==> config.mk <==
export PLATFORM = sky130hd
export DESIGN_NAME = serial_display_driver
export DESIGN_NICKNAME = d
export VERILOG_FILES = /design/src/design/disp_pkg.sv /design/src/design/pin_sync.sv /design/src/design/sample_fifo.sv /design/src/design/serial_display_driver.sv
export SDC_FILE = /design/constraint.sdc
export NUM_CORES = 1
export LEC_CHECK = 0
export BUFFER_PORTS_ARGS = -buffer_cell sky130_fd_sc_hd__buf_4
export CAP_MARGIN = 20
export CORE_ASPECT_RATIO = 0.75
export CORE_MARGIN = 4
export CORE_UTILIZATION = 41
export DETAILED_ROUTE_END_ITERATION = 8
export HOLD_SLACK_MARGIN = 0.08
export SLEW_MARGIN = 0
export SYNTH_ARGS = -nofsm -noshare
export SYNTH_HDL_FRONTEND = slang
export SYNTH_HIERARCHICAL = 1
export SYNTH_SLANG_ARGS = --single-unit
==> constraint.sdc <==
create_clock -name clk -period 2.4 [get_ports clk]
set_input_delay 0.48 -clock clk [delete_from_list [all_inputs] [get_ports clk]]
set_output_delay 0.48 -clock clk [all_outputs]
set_load 0.005 [all_outputs]
==> src/design/disp_pkg.sv <==
// Package with shared constants and a carrier type for the serial display driver.
package disp_pkg;
  localparam int STAGES      = 32;
  localparam int FIFO_DEPTH  = 16;
  localparam int SYNC_STAGES = 2;

  // One sampled set of the pin inputs, carried as a unit through the FIFO.
  typedef struct packed {
    logic data;
    logic cs;
    logic gate;
    logic invert;
    logic sclk;
  } pin_sample_type;

  localparam int SAMPLE_W = $bits(pin_sample_type);
endpackage

==> src/design/pin_sync.sv <==
// Two-flop synchroniser for a bundle of asynchronous pin levels.
`timescale 1ns/10ps
module pin_sync #(
  parameter int WIDTH = 1
) (
  // Clock and reset
  input  wire logic             clk,
  input  wire logic             rst,
  // Levels
  input  wire logic [WIDTH-1:0] async_in,
  output logic      [WIDTH-1:0] sync_out
);
  logic [WIDTH-1:0] meta;

  always_ff @(posedge clk)
  begin
    if (rst)
    begin
      meta     <= '0;
      sync_out <= '0;
    end
    else
    begin
      meta     <= async_in;
      sync_out <= meta;
    end
  end
endmodule

==> src/design/sample_fifo.sv <==
// Synchronous FIFO with valid and ready on both sides.
`timescale 1ns/10ps
module sample_fifo #(
  parameter int WIDTH = 8,
  parameter int DEPTH = 16
) (
  // Clock and reset
  input  wire logic             clk,
  input  wire logic             rst,
  // Fill side
  input  wire logic             in_valid,
  output logic                  in_ready,
  input  wire logic [WIDTH-1:0] in_data,
  // Drain side
  output logic                  out_valid,
  input  wire logic             out_ready,
  output logic      [WIDTH-1:0] out_data
);
  localparam int AW = $clog2(DEPTH);

  logic [WIDTH-1:0] mem [DEPTH];
  logic [AW-1:0]    wr_ptr;
  logic [AW-1:0]    rd_ptr;
  logic [AW:0]      count;
  logic             push;
  logic             pop;

  assign in_ready  = (count != (AW+1)'(DEPTH)) ? 1'b1 : 1'b0;
  assign out_valid = (count != '0);
  assign push      = in_valid && in_ready;
  assign pop       = out_valid && out_ready;
  assign out_data  = mem[rd_ptr];

  always_ff @(posedge clk)
  begin
    if (push)
      mem[wr_ptr] <= in_data;
  end

  always_ff @(posedge clk)
  begin
    if (rst)
    begin
      wr_ptr <= '0;
      rd_ptr <= '0;
      count  <= '0;
    end
    else
    begin
      if (push)
        wr_ptr <= (wr_ptr == AW'(DEPTH-1)) ? '0 : wr_ptr + AW'(1);
      if (pop)
        rd_ptr <= (rd_ptr == AW'(DEPTH-1)) ? '0 : rd_ptr + AW'(1);
      count <= count + (AW+1)'(push) - (AW+1)'(pop);
    end
  end
endmodule

==> src/design/serial_display_driver.sv <==
// Serial-in, parallel-out 32-stage display driver sampled on the system clock.
`timescale 1ns/10ps
module serial_display_driver #(
  parameter int STAGES = disp_pkg::STAGES,
  parameter int DEPTH  = disp_pkg::FIFO_DEPTH
) (
  // Clock and reset
  input  wire logic              clk,
  input  wire logic              rst,
  // Pins from the host or upstream driver
  input  wire logic              shift_clk,
  input  wire logic              serial_in,
  input  wire logic              chip_select,
  input  wire logic              gate,
  input  wire logic              invert,
  // Drive outputs
  output logic      [STAGES-1:0] drive_out,
  output logic                   serial_out,
  output logic                   contents_valid,
  output logic                   sample_overflow
);
  localparam int W = disp_pkg::SAMPLE_W;

  disp_pkg::pin_sample_type raw;
  disp_pkg::pin_sample_type synced;
  disp_pkg::pin_sample_type head;
  logic [W-1:0]             head_bits;
  logic                     fifo_in_ready;
  logic                     fifo_out_valid;
  logic                     prev_sclk;
  logic [STAGES-1:0]        stage_bits;
  logic [$clog2(STAGES):0]  fill_count;
  logic                     cur_cs;
  logic                     cur_gate;
  logic                     cur_inv;
  logic                     shift_edge;

  assign raw.data   = serial_in;
  assign raw.cs     = chip_select;
  assign raw.gate   = gate;
  assign raw.invert = invert;
  assign raw.sclk   = shift_clk;

  pin_sync #(
    .WIDTH (W)
  ) u_sync (
    .clk      (clk),
    .rst      (rst),
    .async_in (raw),
    .sync_out (synced)
  );

  // The FIFO is drained every cycle, so it never backs up in practice; it
  // keeps the pin samples in order and reports any loss of a sample.
  sample_fifo #(
    .WIDTH (W),
    .DEPTH (DEPTH)
  ) u_fifo (
    .clk       (clk),
    .rst       (rst),
    .in_valid  (1'b1),
    .in_ready  (fifo_in_ready),
    .in_data   (synced),
    .out_valid (fifo_out_valid),
    .out_ready (1'b1),
    .out_data  (head_bits)
  );

  assign head = head_bits;

  // Falling edge of the shift clock, seen while select is high.
  assign shift_edge = fifo_out_valid && prev_sclk && !head.sclk && head.cs;

  always_ff @(posedge clk)
  begin
    if (rst)
      prev_sclk <= 1'b0;
    else if (fifo_out_valid)
      prev_sclk <= head.sclk;
  end

  // Data is taken from the sample before the fall, the last one of the high phase.
  logic last_data;
  always_ff @(posedge clk)
  begin
    if (rst)
      last_data <= 1'b0;
    else if (fifo_out_valid && head.sclk)
      last_data <= head.data;
  end

  // The stages are cleared by reset so that no unknown reaches the outputs;
  // software must still treat them as meaningless until contents_valid rises.
  always_ff @(posedge clk)
  begin
    if (rst)
      stage_bits <= '0;
    else if (shift_edge)
      stage_bits <= {stage_bits[STAGES-2:0], last_data};
    // Without a shift edge the stages keep their value.
  end

  always_ff @(posedge clk)
  begin
    if (rst)
      fill_count <= '0;
    else if (shift_edge && fill_count != ($clog2(STAGES)+1)'(STAGES))
      fill_count <= fill_count + ($clog2(STAGES)+1)'(1);
  end

  always_ff @(posedge clk)
  begin
    if (rst)
    begin
      cur_cs   <= 1'b1;
      cur_gate <= 1'b0;
      cur_inv  <= 1'b0;
    end
    else if (fifo_out_valid)
    begin
      cur_cs   <= head.cs;
      cur_gate <= head.gate;
      cur_inv  <= head.invert;
    end
  end

  // Outputs lag the stages by one cycle, a cost of registering them.
  always_ff @(posedge clk)
  begin
    if (rst)
      drive_out <= '0;
    else if (cur_cs || !cur_gate)
      drive_out <= {STAGES{cur_inv}};
    else
      drive_out <= stage_bits ^ {STAGES{cur_inv}};
  end

  always_ff @(posedge clk)
  begin
    if (rst)
    begin
      serial_out      <= 1'b0;
      contents_valid  <= 1'b0;
      sample_overflow <= 1'b0;
    end
    else
    begin
      serial_out      <= (fill_count == '0) ? 1'b0 : stage_bits[STAGES-1];
      contents_valid  <= (fill_count == ($clog2(STAGES)+1)'(STAGES));
      sample_overflow <= sample_overflow || !fifo_in_ready;
    end
  end

  AST_BLANK_FORCES_INVERT: assert property (@(posedge clk) disable iff (rst)
    (!cur_gate || cur_cs) |=> drive_out == {STAGES{$past(cur_inv)}})
    else $error("Blanked outputs do not show invert level.");

  AST_DRIVE_FROM_STAGES: assert property (@(posedge clk) disable iff (rst)
    (cur_gate && !cur_cs) |=> drive_out == ($past(stage_bits) ^ {STAGES{$past(cur_inv)}}))
    else $error("Driven outputs do not match stages.");

  AST_HOLD_WHEN_DESELECTED: assert property (@(posedge clk) disable iff (rst)
    (fifo_out_valid && !head.cs) |=> $stable(stage_bits))
    else $error("Stages changed while deselected.");

  AST_SHIFT_ON_FALL: assert property (@(posedge clk) disable iff (rst)
    shift_edge |=> stage_bits[0] == $past(last_data) && stage_bits[STAGES-1:1] == $past(stage_bits[STAGES-2:0]))
    else $error("Shift edge did not move stages.");

  AST_SERIAL_OUT_LAST: assert property (@(posedge clk) disable iff (rst)
    (fill_count != '0) |=> serial_out == $past(stage_bits[STAGES-1]))
    else $error("Serial out does not follow last stage.");

  AST_VALID_AFTER_FILL: assert property (@(posedge clk) disable iff (rst)
    contents_valid |-> $past(fill_count) == ($clog2(STAGES)+1)'(STAGES))
    else $error("Contents flagged valid too early.");

  AST_INVERT_ALL: assert property (@(posedge clk) disable iff (rst)
    (cur_gate && !cur_cs && cur_inv) ##1 (cur_gate && !cur_cs && !cur_inv && $stable(stage_bits))
      |=> drive_out == ~$past(drive_out,1))
    else $error("Invert did not flip every output.");

  AST_NO_SHIFT_WITHOUT_CS: assert property (@(posedge clk) disable iff (rst)
    shift_edge |-> head.cs)
    else $error("Shift without chip select.");
endmodule

==> summary.md, run 1 <==
| Metric | Value |
|---|---|
| Status | complete, but fails checks |
| Violated checks | negative setup slack |
| Initial antenna violation count | 0 |
| Dpl hpwl | 9.20 mm |
| Initial DRC Count | 304 |
| Worst hold-check path type | input port to flop |
| FILL cells | 1541 |
| DRT antenna net count | 0 |
| Fin crit period | 2.49 ns |
| Total global routing overflow | 0 |
| Boundary Pins | 42 |
| Critical Path Fanout Max | 2 |
| Via Count | 4523 |
| Worst path depth | 14 |
| Fin. max-slew vios | 0 |
| Total Wirelength | 13.7 mm |
| Core area | 17600 µm² |
| Antenna diodes | 0 |
| Worst setup path class | flop to flop |
| Buffers on Ports | 41 |
| Nature of the critical path endpoint | flop |
| CTS max path bufs | 2 |
| Tot GR Track Use | 14.3% |
| PD cells | 999 nW/µm² |
| DRT Pass-1 Iters | 5 |
| Initial Util | 41.7% |
| Post-Synthesis Cells | 603 |
| Most frequent cells in the layout | dfxtp_1 (100), edfxtp_1 (80), nand2_1 (76) |
| Die width | 162 µm |
| Area leader, netlist | edfxtp_1 |
| Logic pwr share | 26.2% |
| CP Data Arrival Time | 2.78 ns |
| Crit Reg-Reg Startpoint | u_fifo/count[2]$_SDFF_PP0_ |
| Crit path max-delay family | adder cells |
| Crit path launch | u_fifo/count[2]$_SDFF_PP0_ |
| GP Congestion | 0.814 |
| Final Hold Viols | 0 |
| CP max-delay cell | or4b_4 |
| Synth top area share | 32.7% |
| Asr flop ratio synth | 0% |
| Depth of the worst register-to-register path | 14 |
| Final core utilization | 49.9% |
| # DRC | 0 |
| Rows | 42 |
| P_leak | 3.17 nW |
| Seq pwr share | 43.1% |
| # nets final | 691 |
| Vias per inst | 4.89 |
| Setup violations, final | 1 |
| Clk Latency, worst-skew pair | 0.42 ns |
| PnR worst setup slack | -0.0929 ns |
| Vias in the first global route | 4461 |
| Area Growth Syn to Fin | 19.7% |
| Slowest cell delay on critical path | 0.50 ns |
| Multi-input gate area | 2720 µm² |
| Worst hold path startpoint | gate |
| Clock Power Share | 30.7% |
| Max-cap viol count | 0 |
| Worst Tran Pin Value | 0.815 ns |
| Slew headroom | 45.6% |
| Power, Total | 8.77 mW |
| VDD IR-drop max | 0.000680 V |
| Critical-path cell list | inv_2, ha_4, or4b_4, nand2_8, inv_4, ha_4, inv_4, ha_4, inv_2, fa_2, nor2b_4, o21bai_4, a21oi_2, nor3b_2 |
| CTS tree | done |
| Worst setup SP type | flop |
| # clock sinks | 185 |
| Setup Skew | 0.00821 ns |
| F_max | 0.401 GHz |
| Commonest non-fill, non-tap cell in the layout | dfxtp_1 |
| Placed Area | 8050 µm² |
| Hold-fix buffers at CTS | 0 |
| Place WS | -0.294 ns |
| CTS clk-pin slew, worst paths | 0.06 ns |
| P_int | 6.39 mW |
| Die H | 124 µm |
| Ys flop type | dfxtp_1 |
| H-Tree Level Count | 4 |
| Layout cells sized above 1 | 24.0% |
| Most frequent CP cell | ha_4 |
| Distinct cells, synth | 49 |
| Yosys reg bits | 185 |
| Die Area | 20100 µm² |
| Synthesized area | 7340 µm² |
| Hold Crit Depth | 2 |
| Syn_area_per_cell | 12.2 µm² |
| Post-synth EDFFs | 80 |
| Largest net degree at the start of global routing | 60 |
| Sw frac | 27.2% |
| CTS Buf Count | 17 |
| Worst EP required | 2.68 ns |
| RSZ-0062 raised after global routing | true |
| CTS root buf | clkbuf_16 |
| Largest cells by area after synthesis | edfxtp_1 (33%), dfxtp_1 (29%), mux4_2 (6.1%) |
| Syn. warnings | 6 |
| Average wire per cell in the routed design | 14.8 µm |
| First-pass GRT wire length | 22.8 mm |
| Sequential share of the synthesized area | 61.4% |
| Switching power total | 2.38 mW |
| Final instance area | 8780 µm² |
| Sequential cell area | 4510 µm² |
| Final hold slack | 0.272 ns |
| Crit path buffers/inverters | 4 |
| Period utilisation layout | 104% |
==> timing repair <==
action,in CTS,in global routing
endpoints found under the hold margin,0,0
endpoints found under the setup margin,40,48
resized for setup,13,14
setup buffers,4,2
gates cloned,0,0
pin swaps,7,11
==> path summary, 6_finish.rpt <==
check                                                     end  slack, ns
worst min register to register  u_sync/sync_out[2]$_SDFF_PP0_       0.44
worst max register to register     u_fifo/count[4]$_SDFF_PP0_      -0.09
worst max-delay path               u_fifo/count[4]$_SDFF_PP0_      -0.09
worst min-delay path                u_sync/meta[2]$_SDFF_PP0_       0.27
==> Yosys cell counts, types with 2 or more instances <==
cell type / instances
nand2b_1: 4
mux4_2: 20
a21oi_2: 3
edfxtp_1: 80
xor2_1: 34
o21ai_0: 2
xnor2_1: 2
and2_1: 12
inv_1: 14
and3_1: 5
o31ai_1: 2
mux2i_1: 3
a21oi_1: 47
nor3b_1: 3
nand3_1: 18
clkbuf_1: 16
buf_6: 4
nor2_1: 44
nor3_1: 2
and4b_1: 2
dfxtp_1: 105
buf_2: 14
nor2b_1: 17
ha_1: 13
nand3b_1: 32
nand2_1: 76
a22oi_1: 5
nand2_2: 2
or3_1: 2
==> through the flow <==
step | setup TNS (ns) | std cells
6_report | -0.0929 | 925
2_1_floorplan | 0 | 610
5_1_grt | -0.230 | 925
3_5_place_dp | -2.49 | 887
4_1_cts | -0.201 | 923
3_3_place_gp | -0.506 | 887
==> power by group through the flow <==
stage | Sequential (mW) | Clock, mW | Combinational (mW)
4_1_cts | 3.79 | 2.77 | 2.15
3_5_place_dp | 3.85 | 0 | 2.02
3_3_place_gp | 3.83 | 0 | 1.97
5_1_grt | 3.83 | 2.89 | 2.54
6_report | 3.78 | 2.69 | 2.29
2_1_floorplan | 3.74 | 0 | 1.44
==> worst register-to-register path: stages (launching register included) <==
cell and delay, ns:
dfxtp_2 0.32, inv_2 0.07, ha_4 0.13, or4b_4 0.50, nand2_8 0.09, inv_4 0.03, ha_4 0.21, inv_4 0.05
ha_4 0.13, inv_2 0.04, fa_2 0.35, nor2b_4 0.16, o21bai_4 0.09, a21oi_2 0.13, nor3b_2 0.06
==> kinds of logic (layout without fill, tap and decap cells) <==
| group | count (synthesis) | count (layout) | share of synthesized area [%] |
|---|---|---|---|
| adder cells (fa/ha/maj) | 14 | 14 | 2.49 |
| AND/OR/NAND/NOR | 227 | 227 | 16.5 |
| other | 1 | 8 | 0.0511 |
| multiplexers | 24 | 24 | 6.70 |
| flip-flops | 185 | 185 | 61.4 |
| AO/OA/AOI/OAI | 66 | 66 | 5.29 |
| buffers and inverters | 50 | 123 | 3.26 |
| XOR/XNOR | 36 | 36 | 4.30 |
==> sequential cells by signal, summed over array words and instances (netlist names), named ones only <==
name             count
stage_bits          32
cur_inv              1
u_fifo/mem          80
sample_overflow      1
u_sync/sync_out      5
u_sync/meta          5
cur_cs               1
fill_count           6
cur_gate             1
contents_valid       1
u_fifo/rd_ptr        4
prev_sclk            1
serial_out           1
u_fifo/count         5
last_data            1
u_fifo/wr_ptr        4
drive_out           32
==> per-layer routing <==
metal | routed length [µm] | global-route usage, %
met1 | 6740 | 20.8
met2 | 6170 | 21.7
met3 | 657 | 3.47
met4 | 108 | 3.70
met5 | 0 | 0
==> layout make-up <==
type	instances	share of cell area, %
multi-input cells	375	31.0
repair buffers	77	6.91
inverters	14	0.656
well taps	242	3.45
clock inverters	7	0.698
flip-flops and latches	185	51.4
clock buffers	25	5.89
Power figures use the tool's default switching activity.
==> inputs of run 2 (changes only) <==
- MAX_ROUTING_LAYER: unset -> met4
==> run 2 against run 1 <==
The run still ends with negative setup slack left. Register-to-register slack barely moved. Die area did not move. Via count fell by 0.27%. Global-route usage rose by 0.42 points. Worst setup slack better by 0.0020 ns. Critical endpoint unchanged. Critical path depth stayed put. Hold slack worse by 0.00094 ns. Final cell count did not move.
==> summary.md, run 2 (same netlist as run 1, synthesis figures left out) <==
| Metric | Value |
|---|---|
| CP Data Arrival Time | 2.77 ns (was 2.78 ns) |
| CTS max path bufs | 2 (unchanged) |
| Sequential cell area | 4510 µm² (unchanged) |
| CTS root buf | clkbuf_16 (unchanged) |
| Nature of the critical path endpoint | flop (unchanged) |
| FF-to-FF setup slack | -0.09 ns (about the same) |
| Fin crit period | 2.49 ns (about the same) |
| Commonest non-fill, non-tap cell in the layout | dfxtp_1 (unchanged) |
| # DRC | 0 (unchanged) |
| GP Congestion | 0.826 (was 0.814) |
| Setup Skew | 0.00566 ns (was 0.00821 ns) |
| PnR worst setup slack | -0.0908 ns (was -0.0929 ns) |
| Switching power total | 2.39 mW (was 2.38 mW) |
| Most frequent cells in the layout | dfxtp_1 (100), edfxtp_1 (80), nand2_1 (76) (unchanged) |
| Average wire per cell in the routed design | 14.8 µm (about the same) |
| Antenna diodes | 0 (unchanged) |
| Biggest register | u_fifo/mem (unchanged) |
| Max reg flops | 80 (unchanged) |
| CTS Buf Count | 17 (unchanged) |
| Place WS | -0.294 ns (unchanged) |
| Multi-input gate area | 2720 µm² (unchanged) |
| Depth of the worst register-to-register path | 14 (unchanged) |
| Max-cap viol count | 0 (unchanged) |
| CP Capture Point | u_fifo/count[4]$_SDFF_PP0_ (unchanged) |
| Seq pwr share | 43.1% (about the same) |
| Core area | 17600 µm² (unchanged) |
| Clock Power Share | 30.8% (was 30.7%) |
| Die H | 124 µm (unchanged) |
| Hold-fix buffers at CTS | 0 (unchanged) |
| P_leak | 3.17 nW (unchanged) |
| Initial antenna violation count | 0 (unchanged) |
| # nets final | 691 (unchanged) |
| DRT Pass-1 Iters | 4 (was 5) |
| First-pass GRT wire length | 22.8 mm (unchanged) |
| Sw frac | 27.3% (was 27.2%) |
| Tot GR Track Use | 14.7% (was 14.3%) |
| DRT antenna net count | 0 (unchanged) |
| Placed Area | 8050 µm² (unchanged) |
| Buffers on Ports | 41 (unchanged) |
| Worst hold-check path type | input port to flop (unchanged) |
| # clock sinks | 185 (unchanged) |
| Final instance area | 8780 µm² (unchanged) |
| Worst Tran Pin Value | 0.817 ns (was 0.815 ns) |
| Reg-to-Reg End | u_fifo/count[4]$_SDFF_PP0_ (unchanged) |
| Die width | 162 µm (unchanged) |
| Placed cells | 887 (unchanged) |
| Status | complete, but fails checks (unchanged) |
| Worst EP required | 2.68 ns (about the same) |
| Crit Reg-Reg Startpoint | u_fifo/count[2]$_SDFF_PP0_ (unchanged) |
| Initial Util | 41.7% (unchanged) |
| Dpl hpwl | 9.20 mm (unchanged) |
| Violated checks | negative setup slack (unchanged) |
| Setup violations, final | 1 (unchanged) |
| Slew headroom | 45.5% (was 45.6%) |
| H-Tree Level Count | 4 (unchanged) |
| CTS tree | done (unchanged) |
| Largest regs | u_fifo/mem (80), drive_out (32), stage_bits (32) (unchanged) |
| Total Wirelength | 13.7 mm (about the same) |
| Initial DRC Count | 305 (was 304) |
| Clk Latency, worst-skew pair | 0.41 ns (was 0.42 ns) |
| Layout cells sized above 1 | 24.0% (unchanged) |
| Largest net degree at the start of global routing | 60 (unchanged) |
| F_max | 0.401 GHz (about the same) |
| Period utilisation layout | 104% (about the same) |
| Boundary Pins | 42 (unchanged) |
| Vias in the first global route | 4461 (unchanged) |
| Critical Path Fanout Max | 2 (unchanged) |
| P_int | 6.39 mW (about the same) |
| Worst setup SP type | flop (unchanged) |
| Via Count | 4511 (was 4523) |
| Area Growth Syn to Fin | 19.7% (unchanged) |
| Vias per inst | 4.88 (was 4.89) |
| CTS clk-pin slew, worst paths | 0.06 ns (about the same) |
| Logic pwr share | 26.2% (about the same) |
| PD cells | 1000 nW/µm² (was 999 nW/µm²) |
| Total global routing overflow | 0 (unchanged) |
| Finished Layout Cells | 925 (unchanged) |
| FILL cells | 1541 (unchanged) |
| Final hold slack | 0.271 ns (was 0.272 ns) |
| Final Hold Viols | 0 (unchanged) |
| Fin. max-slew vios | 0 (unchanged) |
| RSZ-0062 raised after global routing | true (unchanged) |
| Crit path launch | u_fifo/count[2]$_SDFF_PP0_ (unchanged) |
| Worst setup path class | flop to flop (unchanged) |
| Final core utilization | 49.9% (unchanged) |
| Die Area | 20100 µm² (unchanged) |
| VDD IR-drop max | 0.000675 V (was 0.000680 V) |
| Rows | 42 (unchanged) |
## run 2: cell counts in the layout (fill, tap and decap cells not counted)
No cell type changed its count.
## run 2: worst min path at each step
stage	cells after the start	to	slack (ns)	start
floorplan	1	u_sync/sync_out[0]$_SDFF_PP0_	0.41	u_sync/meta[0]$_SDFF_PP0_
global placement	1	u_sync/sync_out[2]$_SDFF_PP0_	0.42	u_sync/meta[2]$_SDFF_PP0_
detailed placement	1	u_sync/sync_out[1]$_SDFF_PP0_	0.42	u_sync/meta[1]$_SDFF_PP0_
CTS	2	u_sync/meta[2]$_SDFF_PP0_	0.26	gate
global route	2	u_sync/meta[3]$_SDFF_PP0_	0.26	chip_select
finish	2	u_sync/meta[2]$_SDFF_PP0_	0.27	gate
## run 2: critical path: stages (launching register included)
cell and delay, ns:
dfxtp_2 0.32, inv_2 0.07, ha_4 0.13, or4b_4 0.50
nand2_8 0.09, inv_4 0.03, ha_4 0.21, inv_4 0.05
ha_4 0.13, inv_2 0.04, fa_2 0.35, nor2b_4 0.16
o21bai_4 0.09, a21oi_2 0.13, nor3b_2 0.06
## run 2: power groups by stage
stage | Combinational (mW) | Clock (mW) | Sequential (mW)
finish | 2.30 | 2.70 | 3.78
floorplan | 1.44 | 0 | 3.74
CTS | 2.15 | 2.77 | 3.79
global route | 2.54 | 2.89 | 3.83
global placement | 1.97 | 0 | 3.83
detailed placement | 2.02 | 0 | 3.85
## run 2: per-layer routing
layer / global-route usage, % / vias to the layer above / wire length [µm]
li1: - / 2227 / -
met2: 21.8 / 55 / 6190
met3: 3.47 / 8 / 509
met1: 20.8 / 2221 / 6930
met4: 3.54 / 0 / 92
met5: - / - / 0
## run 2: what timing repair did
action,CTS,global route
gates resized for setup,13,14
setup buffers,4,2
setup endpoints to repair,40,48
pin swaps,7,10
## run 2: final cells by class
cell class,count,area share (%)
flip-flops and latches,185,51.4
well taps,242,3.45
inverters,14,0.656
repair buffers,77,6.91
clock buffers,25,5.89
clock inverters,7,0.698
multi-input cells,375,31.0
## run 2: through the flow
stage	TNS (ns)	total power, mW
5_1_grt	-0.240	9.26
3_3_place_gp	-0.506	5.80
3_5_place_dp	-2.49	5.87
4_1_cts	-0.201	8.70
2_1_floorplan	0	5.18
6_report	-0.0908	8.78
